### config.mk
export PLATFORM = sky130hd
export DESIGN_NAME = csrb_core_sfr
export DESIGN_NICKNAME = d
export VERILOG_FILES = /design/src/hdl/csrb_pkg.sv /design/src/hdl/csrb_sync3.sv /design/src/hdl/csrb_reset_ctl.sv /design/src/hdl/csrb_core_sfr.sv
export SDC_FILE = /design/constraint.sdc
export NUM_CORES = 1
export LEC_CHECK = 0
export BUFFER_PORTS_ARGS = -buffer_cell sky130_fd_sc_hd__buf_2
export CORE_UTILIZATION = 55
export DETAILED_ROUTE_END_ITERATION = 8
export PLACE_DENSITY = 0.95
export REMOVE_ABC_BUFFERS = 1
export SLEW_MARGIN = 10
export SYNTH_ARGS = -nofsm -noshare
export SYNTH_HDL_FRONTEND = slang
export SYNTH_SLANG_ARGS = --single-unit
### constraint.sdc
create_clock -name clk -period 4.9 [get_ports clk]
set_clock_uncertainty 0.05 [all_clocks]
set_input_delay 0.245 -clock clk [delete_from_list [all_inputs] [get_ports clk]]
set_output_delay 0.245 -clock clk [all_outputs]
set_load 0.05 [all_outputs]
### src/hdl/csrb_pkg.sv
`default_nettype none
package csrb_pkg;
    // File addresses of the special registers
    localparam logic [7:0] OFF_INDIRECT = 8'h00;
    localparam logic [7:0] OFF_TIMER = 8'h01;
    localparam logic [7:0] OFF_PC_LOW = 8'h02;
    localparam logic [7:0] OFF_FLAGS = 8'h03;
    localparam logic [7:0] OFF_POINTER = 8'h04;
    localparam logic [7:0] OFF_PIN_A = 8'h05;
    localparam logic [7:0] OFF_PIN_B = 8'h06;
    localparam logic [7:0] OFF_PC_HIGH = 8'h0a;
    localparam logic [7:0] OFF_IRQ = 8'h0b;
    localparam logic [7:0] OFF_PRESCALE = 8'h81;
    localparam logic [7:0] OFF_DIR_A = 8'h85;
    localparam logic [7:0] OFF_DIR_B = 8'h86;
    localparam logic [7:0] OFF_POWER = 8'h8e;
    // Mirrored registers ignore the bank bit of the file address
    localparam logic [7:0] BANK_MASK = 8'h7f;

    // Bus address slicing: byte address is four times the file address
    localparam int FILE_LSB = 2;
    localparam int FILE_MSB = 9;
    localparam int RANGE_LSB = 10;
    localparam logic [1:0] HTRANS_NONSEQ = 2'h2;
    localparam logic [2:0] HSIZE_WORD = 3'h2;
    localparam logic HRESP_OKAY = 1'h0;

    // Reset values
    localparam logic [7:0] DATA_POR = 8'h00;
    localparam logic [7:0] FLAGS_POR = 8'h18;
    localparam logic [7:0] PC_LOW_RST = 8'h00;
    localparam logic [7:0] PC_HIGH_RST = 8'h00;
    localparam logic [7:0] IRQ_RST = 8'h00;
    localparam logic [7:0] PRESCALE_RST = 8'hff;
    localparam logic [7:0] DIR_A_RST = 8'h1f;
    localparam logic [7:0] DIR_B_RST = 8'hff;
    localparam logic [7:0] POWER_POR = 8'h00;

    // Implemented bits
    localparam logic [7:0] PIN_A_MASK = 8'h1f;
    localparam logic [7:0] PC_HIGH_MASK = 8'h1f;
    localparam logic [7:0] IRQ_MASK = 8'hbf;
    localparam logic [7:0] POWER_MASK = 8'h02;

    // Flag register bit positions
    localparam int BIT_CARRY = 0;
    localparam int BIT_ZERO = 2;
    localparam int BIT_PD = 3;
    localparam int BIT_TO = 4;
    localparam int BIT_RP0 = 5;
    localparam int BIT_IRP = 7;
    // Interrupt control bit positions
    localparam int BIT_PIN_GROUP_B_VALUE_IF = 0;
    localparam int BIT_EXT_IF = 1;
    localparam int BIT_TIMER_IF = 2;

    localparam logic [7:0] TIMER_LAST = 8'hff;

    typedef enum logic {
        BUS_IDLE,
        BUS_DATA
    } csrb_bus_state_t;
endpackage
`default_nettype wire

### src/hdl/csrb_sync3.sv
`default_nettype none
module csrb_sync3 #(
    parameter logic RST_VAL = 1'h0
) (
    input wire logic clk,
    input wire logic rst,
    input wire logic din,
    output logic dout
);
    logic s1_q;
    logic s2_q;
    logic s3_q;
    logic dout_q;

    always_ff @(posedge clk) begin
        if (rst) begin
            s1_q <= RST_VAL;
            s2_q <= RST_VAL;
            s3_q <= RST_VAL;
        end else begin
            s1_q <= din;
            s2_q <= s1_q;
            s3_q <= s2_q;
        end
    end

    // Accept a change only once two stable stages agree
    always_ff @(posedge clk) begin
        if (rst) begin
            dout_q <= RST_VAL;
        end else if (s2_q == s3_q) begin
            dout_q <= s3_q;
        end
    end

    assign dout = dout_q;
endmodule
`default_nettype wire

### src/hdl/csrb_reset_ctl.sv
`default_nettype none
module csrb_reset_ctl (
    input wire logic clk,
    input wire logic rst,
    input wire logic clearPinSyncN,
    input wire logic watchdogTimeout,
    output logic softRst,
    output logic wdtCause
);
    logic softRst_q;
    logic wdtCause_q;

    // Held clear pin keeps the bank in reset for as long as it is low
    always_ff @(posedge clk) begin
        if (rst) begin
            softRst_q <= 1'h0;
            wdtCause_q <= 1'h0;
        end else begin
            softRst_q <= !clearPinSyncN || watchdogTimeout;
            wdtCause_q <= watchdogTimeout;
        end
    end

    assign softRst = softRst_q;
    assign wdtCause = wdtCause_q;
endmodule
`default_nettype wire

### src/hdl/csrb_core_sfr.sv
// Contract
// - Unimplemented addresses and unimplemented bits read back as zero.
// - Clear pin or watchdog reset loads the non power-up values.
// - Registers marked unchanged keep contents over a non power-up reset.
// - Non power-up reset clears flag bits 7:5, sets TO/PD by cause.
// - Register contents are static and hold while clock is stopped.
// - ALU flag update overrides written Z/DC/C; TO and PD never writable.
// - Flag register holds bank select, arithmetic flags and reset cause.
`default_nettype none
module csrb_core_sfr
    import csrb_pkg::*;
(
    input wire logic clk,
    input wire logic rst,
    input wire logic hsel,
    input wire logic [31:0] haddr,
    input wire logic [1:0] htrans,
    input wire logic hwrite,
    input wire logic [2:0] hsize,
    input wire logic [31:0] hwdata,
    input wire logic hready,
    output logic hreadyout,
    output logic hresp,
    output logic [31:0] hrdata,
    input wire logic masterClearPinN,
    input wire logic watchdogTimeout,
    input wire logic clrwdtExec,
    input wire logic sleepExec,
    input wire logic aluFlagUpdate,
    input wire logic [2:0] aluFlags,
    input wire logic timerTick,
    input wire logic extIrqEvent,
    input wire logic portBIrqEvent,
    input wire logic [4:0] pinInA,
    input wire logic [7:0] pinInB,
    output logic [7:0] coreFlags,
    output logic [7:0] indirectPointer,
    output logic [7:0] progCounterLow,
    output logic [7:0] progCounterHighLatch,
    output logic [7:0] irqControl,
    output logic [7:0] prescaleConfig,
    output logic [7:0] timerCount,
    output logic [7:0] pinGroupA,
    output logic [7:0] pinGroupB,
    output logic [7:0] pinDirectionA,
    output logic [7:0] pinDirectionB,
    output logic [7:0] powerFlags
);
    logic clearPinSyncN;
    logic softRst;
    logic wdtCause;
    logic [4:0] pinSyncA;
    logic [7:0] pinSyncB;

    csrb_sync3 #(.RST_VAL(1'h1)) uClearSync (
        .clk(clk),
        .rst(rst),
        .din(masterClearPinN),
        .dout(clearPinSyncN)
    );

    csrb_reset_ctl uResetCtl (
        .clk(clk),
        .rst(rst),
        .clearPinSyncN(clearPinSyncN),
        .watchdogTimeout(watchdogTimeout),
        .softRst(softRst),
        .wdtCause(wdtCause)
    );

    for (genvar i = 0; i < 5; i++) begin : gSyncA
        csrb_sync3 uSync (
            .clk(clk),
            .rst(rst),
            .din(pinInA[i]),
            .dout(pinSyncA[i])
        );
    end

    for (genvar i = 0; i < 8; i++) begin : gSyncB
        csrb_sync3 uSync (
            .clk(clk),
            .rst(rst),
            .din(pinInB[i]),
            .dout(pinSyncB[i])
        );
    end

    function automatic logic hit(input logic [7:0] fa, input logic [7:0] off, input logic mirrored);
        if (mirrored) begin
            hit = (fa & BANK_MASK) == off;
        end else begin
            hit = fa == off;
        end
    endfunction

    // plain flip-flop storage, no dynamic state
    logic [7:0] timer_q;
    logic [7:0] pcLow_q;
    logic [7:0] flags_q;
    logic [7:0] pointer_q;
    logic [7:0] pinA_q;
    logic [7:0] pinB_q;
    logic [7:0] pcHigh_q;
    logic [7:0] irq_q;
    logic [7:0] prescale_q;
    logic [7:0] dirA_q;
    logic [7:0] dirB_q;
    logic [7:0] power_q;

    csrb_bus_state_t busState_q;
    logic [7:0] fileAddr_q;
    logic isWrite_q;
    logic isWord_q;
    logic inRange_q;
    logic hreadyout_q;
    logic [31:0] hrdata_q;
    logic accept;

    assign accept = hsel && hready && (htrans == HTRANS_NONSEQ);

    // One wait state per transfer so a read always sees the previous write
    always_ff @(posedge clk) begin
        if (rst) begin
            busState_q <= BUS_IDLE;
            hreadyout_q <= 1'h1;
            fileAddr_q <= 8'h00;
            isWrite_q <= 1'h0;
            isWord_q <= 1'h0;
            inRange_q <= 1'h0;
        end else begin
            case (busState_q)
                BUS_IDLE: begin
                    if (accept) begin
                        busState_q <= BUS_DATA;
                        hreadyout_q <= 1'h0;
                        fileAddr_q <= haddr[FILE_MSB:FILE_LSB];
                        isWrite_q <= hwrite;
                        isWord_q <= hsize == HSIZE_WORD;
                        inRange_q <= haddr[31:RANGE_LSB] == 22'h000000;
                    end
                end
                BUS_DATA: begin
                    busState_q <= BUS_IDLE;
                    hreadyout_q <= 1'h1;
                end
                default: begin
                    busState_q <= BUS_IDLE;
                    hreadyout_q <= 1'h1;
                end
            endcase
        end
    end

    // Indirect location resolves through the pointer; pointing at itself is null
    logic viaIndirect;
    logic [7:0] effAddr;
    logic effValid;
    always_comb begin
        viaIndirect = hit(fileAddr_q, OFF_INDIRECT, 1'h1);
        effAddr = viaIndirect ? pointer_q : fileAddr_q;
        effValid = inRange_q && !(viaIndirect && hit(pointer_q, OFF_INDIRECT, 1'h1));
    end

    logic wrEn;
    logic [7:0] wrData;
    assign wrEn = (busState_q == BUS_DATA) && isWrite_q && isWord_q && effValid && !softRst;
    assign wrData = hwdata[7:0];

    logic wrTimer;
    logic wrPcLow;
    logic wrFlags;
    logic wrPointer;
    logic wrPinA;
    logic wrPinB;
    logic wrPcHigh;
    logic wrIrq;
    logic wrPrescale;
    logic wrDirA;
    logic wrDirB;
    logic wrPower;
    always_comb begin
        wrTimer = wrEn && hit(effAddr, OFF_TIMER, 1'h0);
        wrPcLow = wrEn && hit(effAddr, OFF_PC_LOW, 1'h1);
        wrFlags = wrEn && hit(effAddr, OFF_FLAGS, 1'h1);
        wrPointer = wrEn && hit(effAddr, OFF_POINTER, 1'h1);
        wrPinA = wrEn && hit(effAddr, OFF_PIN_A, 1'h0);
        wrPinB = wrEn && hit(effAddr, OFF_PIN_B, 1'h0);
        wrPcHigh = wrEn && hit(effAddr, OFF_PC_HIGH, 1'h1);
        wrIrq = wrEn && hit(effAddr, OFF_IRQ, 1'h1);
        wrPrescale = wrEn && hit(effAddr, OFF_PRESCALE, 1'h0);
        wrDirA = wrEn && hit(effAddr, OFF_DIR_A, 1'h0);
        wrDirB = wrEn && hit(effAddr, OFF_DIR_B, 1'h0);
        wrPower = wrEn && hit(effAddr, OFF_POWER, 1'h0);
    end

    logic [7:0] readValue;
    always_comb begin
        readValue = 8'h00;
        if (!effValid) begin
            readValue = 8'h00;
        end else if (hit(effAddr, OFF_TIMER, 1'h0)) begin
            readValue = timer_q;
        end else if (hit(effAddr, OFF_PC_LOW, 1'h1)) begin
            readValue = pcLow_q;
        end else if (hit(effAddr, OFF_FLAGS, 1'h1)) begin
            readValue = flags_q;
        end else if (hit(effAddr, OFF_POINTER, 1'h1)) begin
            readValue = pointer_q;
        end else if (hit(effAddr, OFF_PIN_A, 1'h0)) begin
            readValue = {3'h0, pinSyncA};
        end else if (hit(effAddr, OFF_PIN_B, 1'h0)) begin
            readValue = pinSyncB;
        end else if (hit(effAddr, OFF_PC_HIGH, 1'h1)) begin
            readValue = pcHigh_q & PC_HIGH_MASK;
        end else if (hit(effAddr, OFF_IRQ, 1'h1)) begin
            readValue = irq_q & IRQ_MASK;
        end else if (hit(effAddr, OFF_PRESCALE, 1'h0)) begin
            readValue = prescale_q;
        end else if (hit(effAddr, OFF_DIR_A, 1'h0)) begin
            readValue = dirA_q & PIN_A_MASK;
        end else if (hit(effAddr, OFF_DIR_B, 1'h0)) begin
            readValue = dirB_q;
        end else if (hit(effAddr, OFF_POWER, 1'h0)) begin
            readValue = power_q & POWER_MASK;
        end
    end

    always_ff @(posedge clk) begin
        if (rst) begin
            hrdata_q <= 32'h00000000;
        end else if (busState_q == BUS_DATA && !isWrite_q) begin
            hrdata_q <= {24'h000000, readValue};
        end
    end

    // timer keeps its count over a soft reset
    always_ff @(posedge clk) begin
        if (rst) begin
            timer_q <= DATA_POR;
        end else if (wrTimer) begin
            timer_q <= wrData;
        end else if (timerTick && !softRst) begin
            timer_q <= timer_q + 8'h01;
        end
    end

    // program counter low clears on every reset
    always_ff @(posedge clk) begin
        if (rst || softRst) begin
            pcLow_q <= PC_LOW_RST;
        end else if (wrPcLow) begin
            pcLow_q <= wrData;
        end
    end

    always_ff @(posedge clk) begin
        if (rst || softRst) begin
            pcHigh_q <= PC_HIGH_RST;
        end else if (wrPcHigh) begin
            pcHigh_q <= wrData & PC_HIGH_MASK;
        end
    end

    // bank select, reset cause and arithmetic flags in one register
    always_ff @(posedge clk) begin
        if (rst) begin
            flags_q <= FLAGS_POR;
        end else if (softRst) begin
            // upper bits cleared, cause in TO/PD
            flags_q[BIT_IRP:BIT_RP0] <= 3'h0;
            if (wdtCause) begin
                flags_q[BIT_TO] <= 1'h0;
                flags_q[BIT_PD] <= 1'h1;
            end
        end else begin
            // bits 7:6 stored as written, software keeps them zero
            if (wrFlags) begin
                flags_q[BIT_IRP:BIT_RP0] <= wrData[BIT_IRP:BIT_RP0];
            end
            // ALU result wins over the data write
            if (aluFlagUpdate) begin
                flags_q[BIT_ZERO:BIT_CARRY] <= aluFlags;
            end else if (wrFlags) begin
                flags_q[BIT_ZERO:BIT_CARRY] <= wrData[BIT_ZERO:BIT_CARRY];
            end
            // TO and PD follow only the core's instructions
            if (clrwdtExec) begin
                flags_q[BIT_TO] <= 1'h1;
                flags_q[BIT_PD] <= 1'h1;
            end else if (sleepExec) begin
                flags_q[BIT_TO] <= 1'h1;
                flags_q[BIT_PD] <= 1'h0;
            end
        end
    end

    // pointer and port latches ignore the soft reset
    always_ff @(posedge clk) begin
        if (rst) begin
            pointer_q <= DATA_POR;
        end else if (wrPointer) begin
            pointer_q <= wrData;
        end
    end

    always_ff @(posedge clk) begin
        if (rst) begin
            pinA_q <= DATA_POR;
        end else if (wrPinA) begin
            pinA_q <= wrData & PIN_A_MASK;
        end
    end

    always_ff @(posedge clk) begin
        if (rst) begin
            pinB_q <= DATA_POR;
        end else if (wrPinB) begin
            pinB_q <= wrData;
        end
    end

    // Event flags: a set in the same cycle as a software clear wins
    logic timerWrap;
    assign timerWrap = timerTick && !wrTimer && !softRst && (timer_q == TIMER_LAST);

    always_ff @(posedge clk) begin
        if (rst) begin
            irq_q <= IRQ_RST;
        end else if (softRst) begin
            irq_q <= {IRQ_RST[7:1], irq_q[BIT_PIN_GROUP_B_VALUE_IF]};
        end else begin
            if (wrIrq) begin
                irq_q <= wrData & IRQ_MASK;
            end
            if (timerWrap) begin
                irq_q[BIT_TIMER_IF] <= 1'h1;
            end
            if (extIrqEvent) begin
                irq_q[BIT_EXT_IF] <= 1'h1;
            end
            if (portBIrqEvent) begin
                irq_q[BIT_PIN_GROUP_B_VALUE_IF] <= 1'h1;
            end
        end
    end

    always_ff @(posedge clk) begin
        if (rst || softRst) begin
            prescale_q <= PRESCALE_RST;
        end else if (wrPrescale) begin
            prescale_q <= wrData;
        end
    end

    // Pins come up as inputs on every reset
    always_ff @(posedge clk) begin
        if (rst || softRst) begin
            dirA_q <= DIR_A_RST;
        end else if (wrDirA) begin
            dirA_q <= wrData & PIN_A_MASK;
        end
    end

    always_ff @(posedge clk) begin
        if (rst || softRst) begin
            dirB_q <= DIR_B_RST;
        end else if (wrDirB) begin
            dirB_q <= wrData;
        end
    end

    // Power flag clears only at power-up; software sets it to detect the next one
    always_ff @(posedge clk) begin
        if (rst) begin
            power_q <= POWER_POR;
        end else if (wrPower) begin
            power_q <= wrData & POWER_MASK;
        end
    end

    assign hreadyout = hreadyout_q;
    assign hresp = HRESP_OKAY;
    assign hrdata = hrdata_q;
    assign coreFlags = flags_q;
    assign indirectPointer = pointer_q;
    assign progCounterLow = pcLow_q;
    assign progCounterHighLatch = pcHigh_q;
    assign irqControl = irq_q;
    assign prescaleConfig = prescale_q;
    assign timerCount = timer_q;
    assign pinGroupA = pinA_q;
    assign pinGroupB = pinB_q;
    assign pinDirectionA = dirA_q;
    assign pinDirectionB = dirB_q;
    assign powerFlags = power_q;
endmodule
`default_nettype wire

==> impl_results.md <==
- CTS max path bufs: 2
- Min Tclk post-route: 3.336 ns
- Yosys top cell area share: 43.90%
- Vias: 6683
- Final Max Tran Viols: 0
- Synth Register Bits: 158
- Layout Area Growth over Synthesis: 19.67%
- Worst EP required: 5.17 ns
- Synth Warn #: 0
- Worst-Skew Late Latency: 0.43 ns
- Most numerous cell in the Yosys netlist: dfxtp_1
- H-tree depth: 4
- Cell Rows: between 40 and 50
- Largest net degree at the start of global routing: between 80 and 90
- Hold Path Class: in2reg
- RR Startpoint: fileAddr_q[0]$_SDFFE_PP0P_
- Synth area leader: dfxtp_1
- Postcts setup bufs: 0
- Initial Util: ~57%
- Number of max-cap violations: 0
- Gp weighted congestion: 0.9705
- Crit. End Element: flip-flop
- Avg WL per Cell: between 15 and 20 um
- Ant. Diodes: 0
- CTS clk-pin slew, worst paths: approximately 0.060 ns
- DRT Wirelength: 20620 um
- First-pass GRT wire length: 31660 um
- Register area share after synthesis: 43.90%
- CTS tree: done
- RSZ-0062 raised after global routing: false
- Async set or reset register ratio after synthesis: 0%
- Core footprint: 12720 sq um
- Hold buffer count at cts: 13
- Final setup fails: 0
- Final core utilization: 67.78%
- CP arrival: 3.61 ns
- Synth Cell Area: about 7200 sq um
- Crit path to: irqControl[0]$_SDFFE_PP0P_
- Height of the die: around 120 um
- Post-synth EDFFs: 0
- WS Path Type: reg2reg
- All-Layer GR Usage: 31.03%
- Final Hold Viols: 0
- Status: finished clean
- Actual slew at the worst max-slew pin: 1.164 ns
- Leakage: 3.615 nW
- Peak supply drop: 0.0003119 V
- Met2 usage: 49.63%
- Fmax: about 300 MHz
- Io pins: about 230
- CTS Buf Count: 17
- Die ar.: about 14000 sq um
- PwrDens: ~340 nW/um^2
- Iteration-0 DRC Markers: 668
- Synth area leaders: dfxtp_1 (44%), mux2i_1 (7.5%), buf_4 (4.7%)
- Main synth FF type: dfxtp_1
- Rel. slew slack: a little over a fifth
- Synth Instances: ~800
- HP Start: pinInB[2]
- Routing usage on met1: 38.58%
- Met3 Use GR: 8.563%
- Reg-to-Reg End: irqControl[0]$_SDFFE_PP0P_
- Number of global-route vias before repair: 6284
- Crit Path Max Fanout: 21
- Post-Syn Area per Cell: 8.918 sq um
- TritonCTS Sinks: around 160
- Global route overflow: 0
- Drt drc: 0
- Avg Vias per Cell: approximately 6
- Post-CTS sizing: 0
- Initial antenna violation count: 0
- Critical Path Start: fileAddr_q[0]$_SDFFE_PP0P_
- GRT Max-Usage Layer: met2
- Share of layout cells above drive strength 1: 22.77%
- PortBufs: between 150 and 200
- Fin crit share: 68.08%
- Post-route ant nets: 0
- Post-Route Setup TNS: 0 ns
- Register-to-register setup slack: 1.56 ns
- Final net count: ~1100
- Root Buffer: clkbuf_16
- DP Wirelength: 14600 um
- Top post-synthesis cells by count: dfxtp_1 (158), nand2_1 (75), nor2_1 (71)
- Post-synthesis cell type count: 78
- Pre-antenna DRT Iters: 5
- Die X: 116.5 um
- Hold Path Stages: 2
- Critical path launch point type: flip-flop
- FF-to-FF path depth: 6
-- worst min-delay path by stage --
stage                                      end
2_1_floorplan           hrdata[2]$_SDFFE_PP0P_
3_3_place_gp        uClearSync.s2_q$_SDFF_PP1_
3_5_place_dp        uClearSync.s2_q$_SDFF_PP1_
4_1_cts              coreFlags[3]$_SDFFE_PP1P_
5_1_grt              coreFlags[3]$_SDFFE_PP1P_
6_report       gSyncB[2].uSync.s1_q$_SDFF_PP0_
-- placed cells by master, fill, tap and decap left out, drive strengths merged, types with 5 or more instances in the layout --
cell           n
a211oi         8
a21oi         45
a221oi         7
a22o           5
a22oi          7
a31oi          6
a41oi          6
and2           5
buf          164
clkbuf        22
clkinv         5
conb          42
dfxtp        158
dlygate4sd3   14
inv           19
mux2i         54
nand2         75
nand2b         7
nand3         17
nand4         11
nor2          75
nor2b         45
nor3          14
nor4          21
o211ai         8
o21ai         31
o22ai          5
or2            5
or3            5
or4            6
-- per-stage QoR --
| stage | setup WS [ns] | total power [mW] | cell area (sq um) | hold slack, ns | std cells |
|---|---|---|---|---|---|
| floorplan | 1.297 | 1.496 | 6817 | 0.2612 | 756 |
| global placement | 1.670 | 1.576 | 7873 | 0.3421 | 1092 |
| detailed placement | 1.637 | 1.581 | 7873 | 0.3618 | 1092 |
| CTS | 1.611 | 2.922 | 8613 | 0.00009892 | 1137 |
| global route | 1.339 | 3.002 | 8623 | 0.008547 | 1138 |
| finish | 1.564 | 2.918 | 8623 | 0.01216 | 1138 |
-- layer usage --
metal  part of all wire (%)  wire [um]
met1                     39       8028
met2                     46       9506
met3                     11       2354
met4                    3.5        726
met5                      0          0
-- flip-flops by register name, indices dropped and copies added, names as in the netlist, 8 cells and up --
name and count:
timerCount 8, gSyncB.uSync.s2_q 8, gSyncB.uSync.s3_q 8, coreFlags 8
gSyncB.uSync.s1_q 8, pinGroupB 8, pinDirectionB 8, gSyncB.uSync.dout 8
prescaleConfig 8, progCounterLow 8, indirectPointer 8, hrdata 8
fileAddr_q 8
-- critical path, stage by stage, from the launching register on --
cell      delay, ns
dfxtp_1        0.53
nor2_1         0.40
a41oi_1        0.45
nor3_2         0.68
nand2b_1       0.46
or4_1          0.53
o211a_1        0.14
-- where the power goes --
| group | internal [mW] | switching [mW] | total [mW] |
|---|---|---|---|
| Combinational | 0.0629 | 0.179 | 0.241 |
| Sequential | 1.31 | 0.0190 | 1.33 |
| Clock | 0.839 | 0.510 | 1.35 |
| Total | 2.21 | 0.708 | 2.92 |
-- final cells by class --
type / count / area (sq um)
Timing Repair Buffer: 178 / 975.9
Sequential cell: 158 / 3163
Clock buffer: 22 / 474.2
Clock inverter: 10 / 136.4
Inverter: 20 / 75.07
Multi-Input combinational cell: 578 / 3583
Fill cell: 1010 / 4099
Tap cell: 172 / 215.2
-- cell families after synthesis --
logic type | Yosys count | synth area share, %
AO/OA/AOI/OAI | 173 | 17.28
XOR/XNOR | 7 | 0.8509
adder cells (fa/ha/maj) | 1 | 0.1736
buffers and inverters | 113 | 8.578
flip-flops | 158 | 43.90
multiplexers | 54 | 7.501
other | 1 | 0.05204
AND/OR/NAND/NOR | 301 | 21.67
Note: power is estimated with default switching activity, not from simulation.
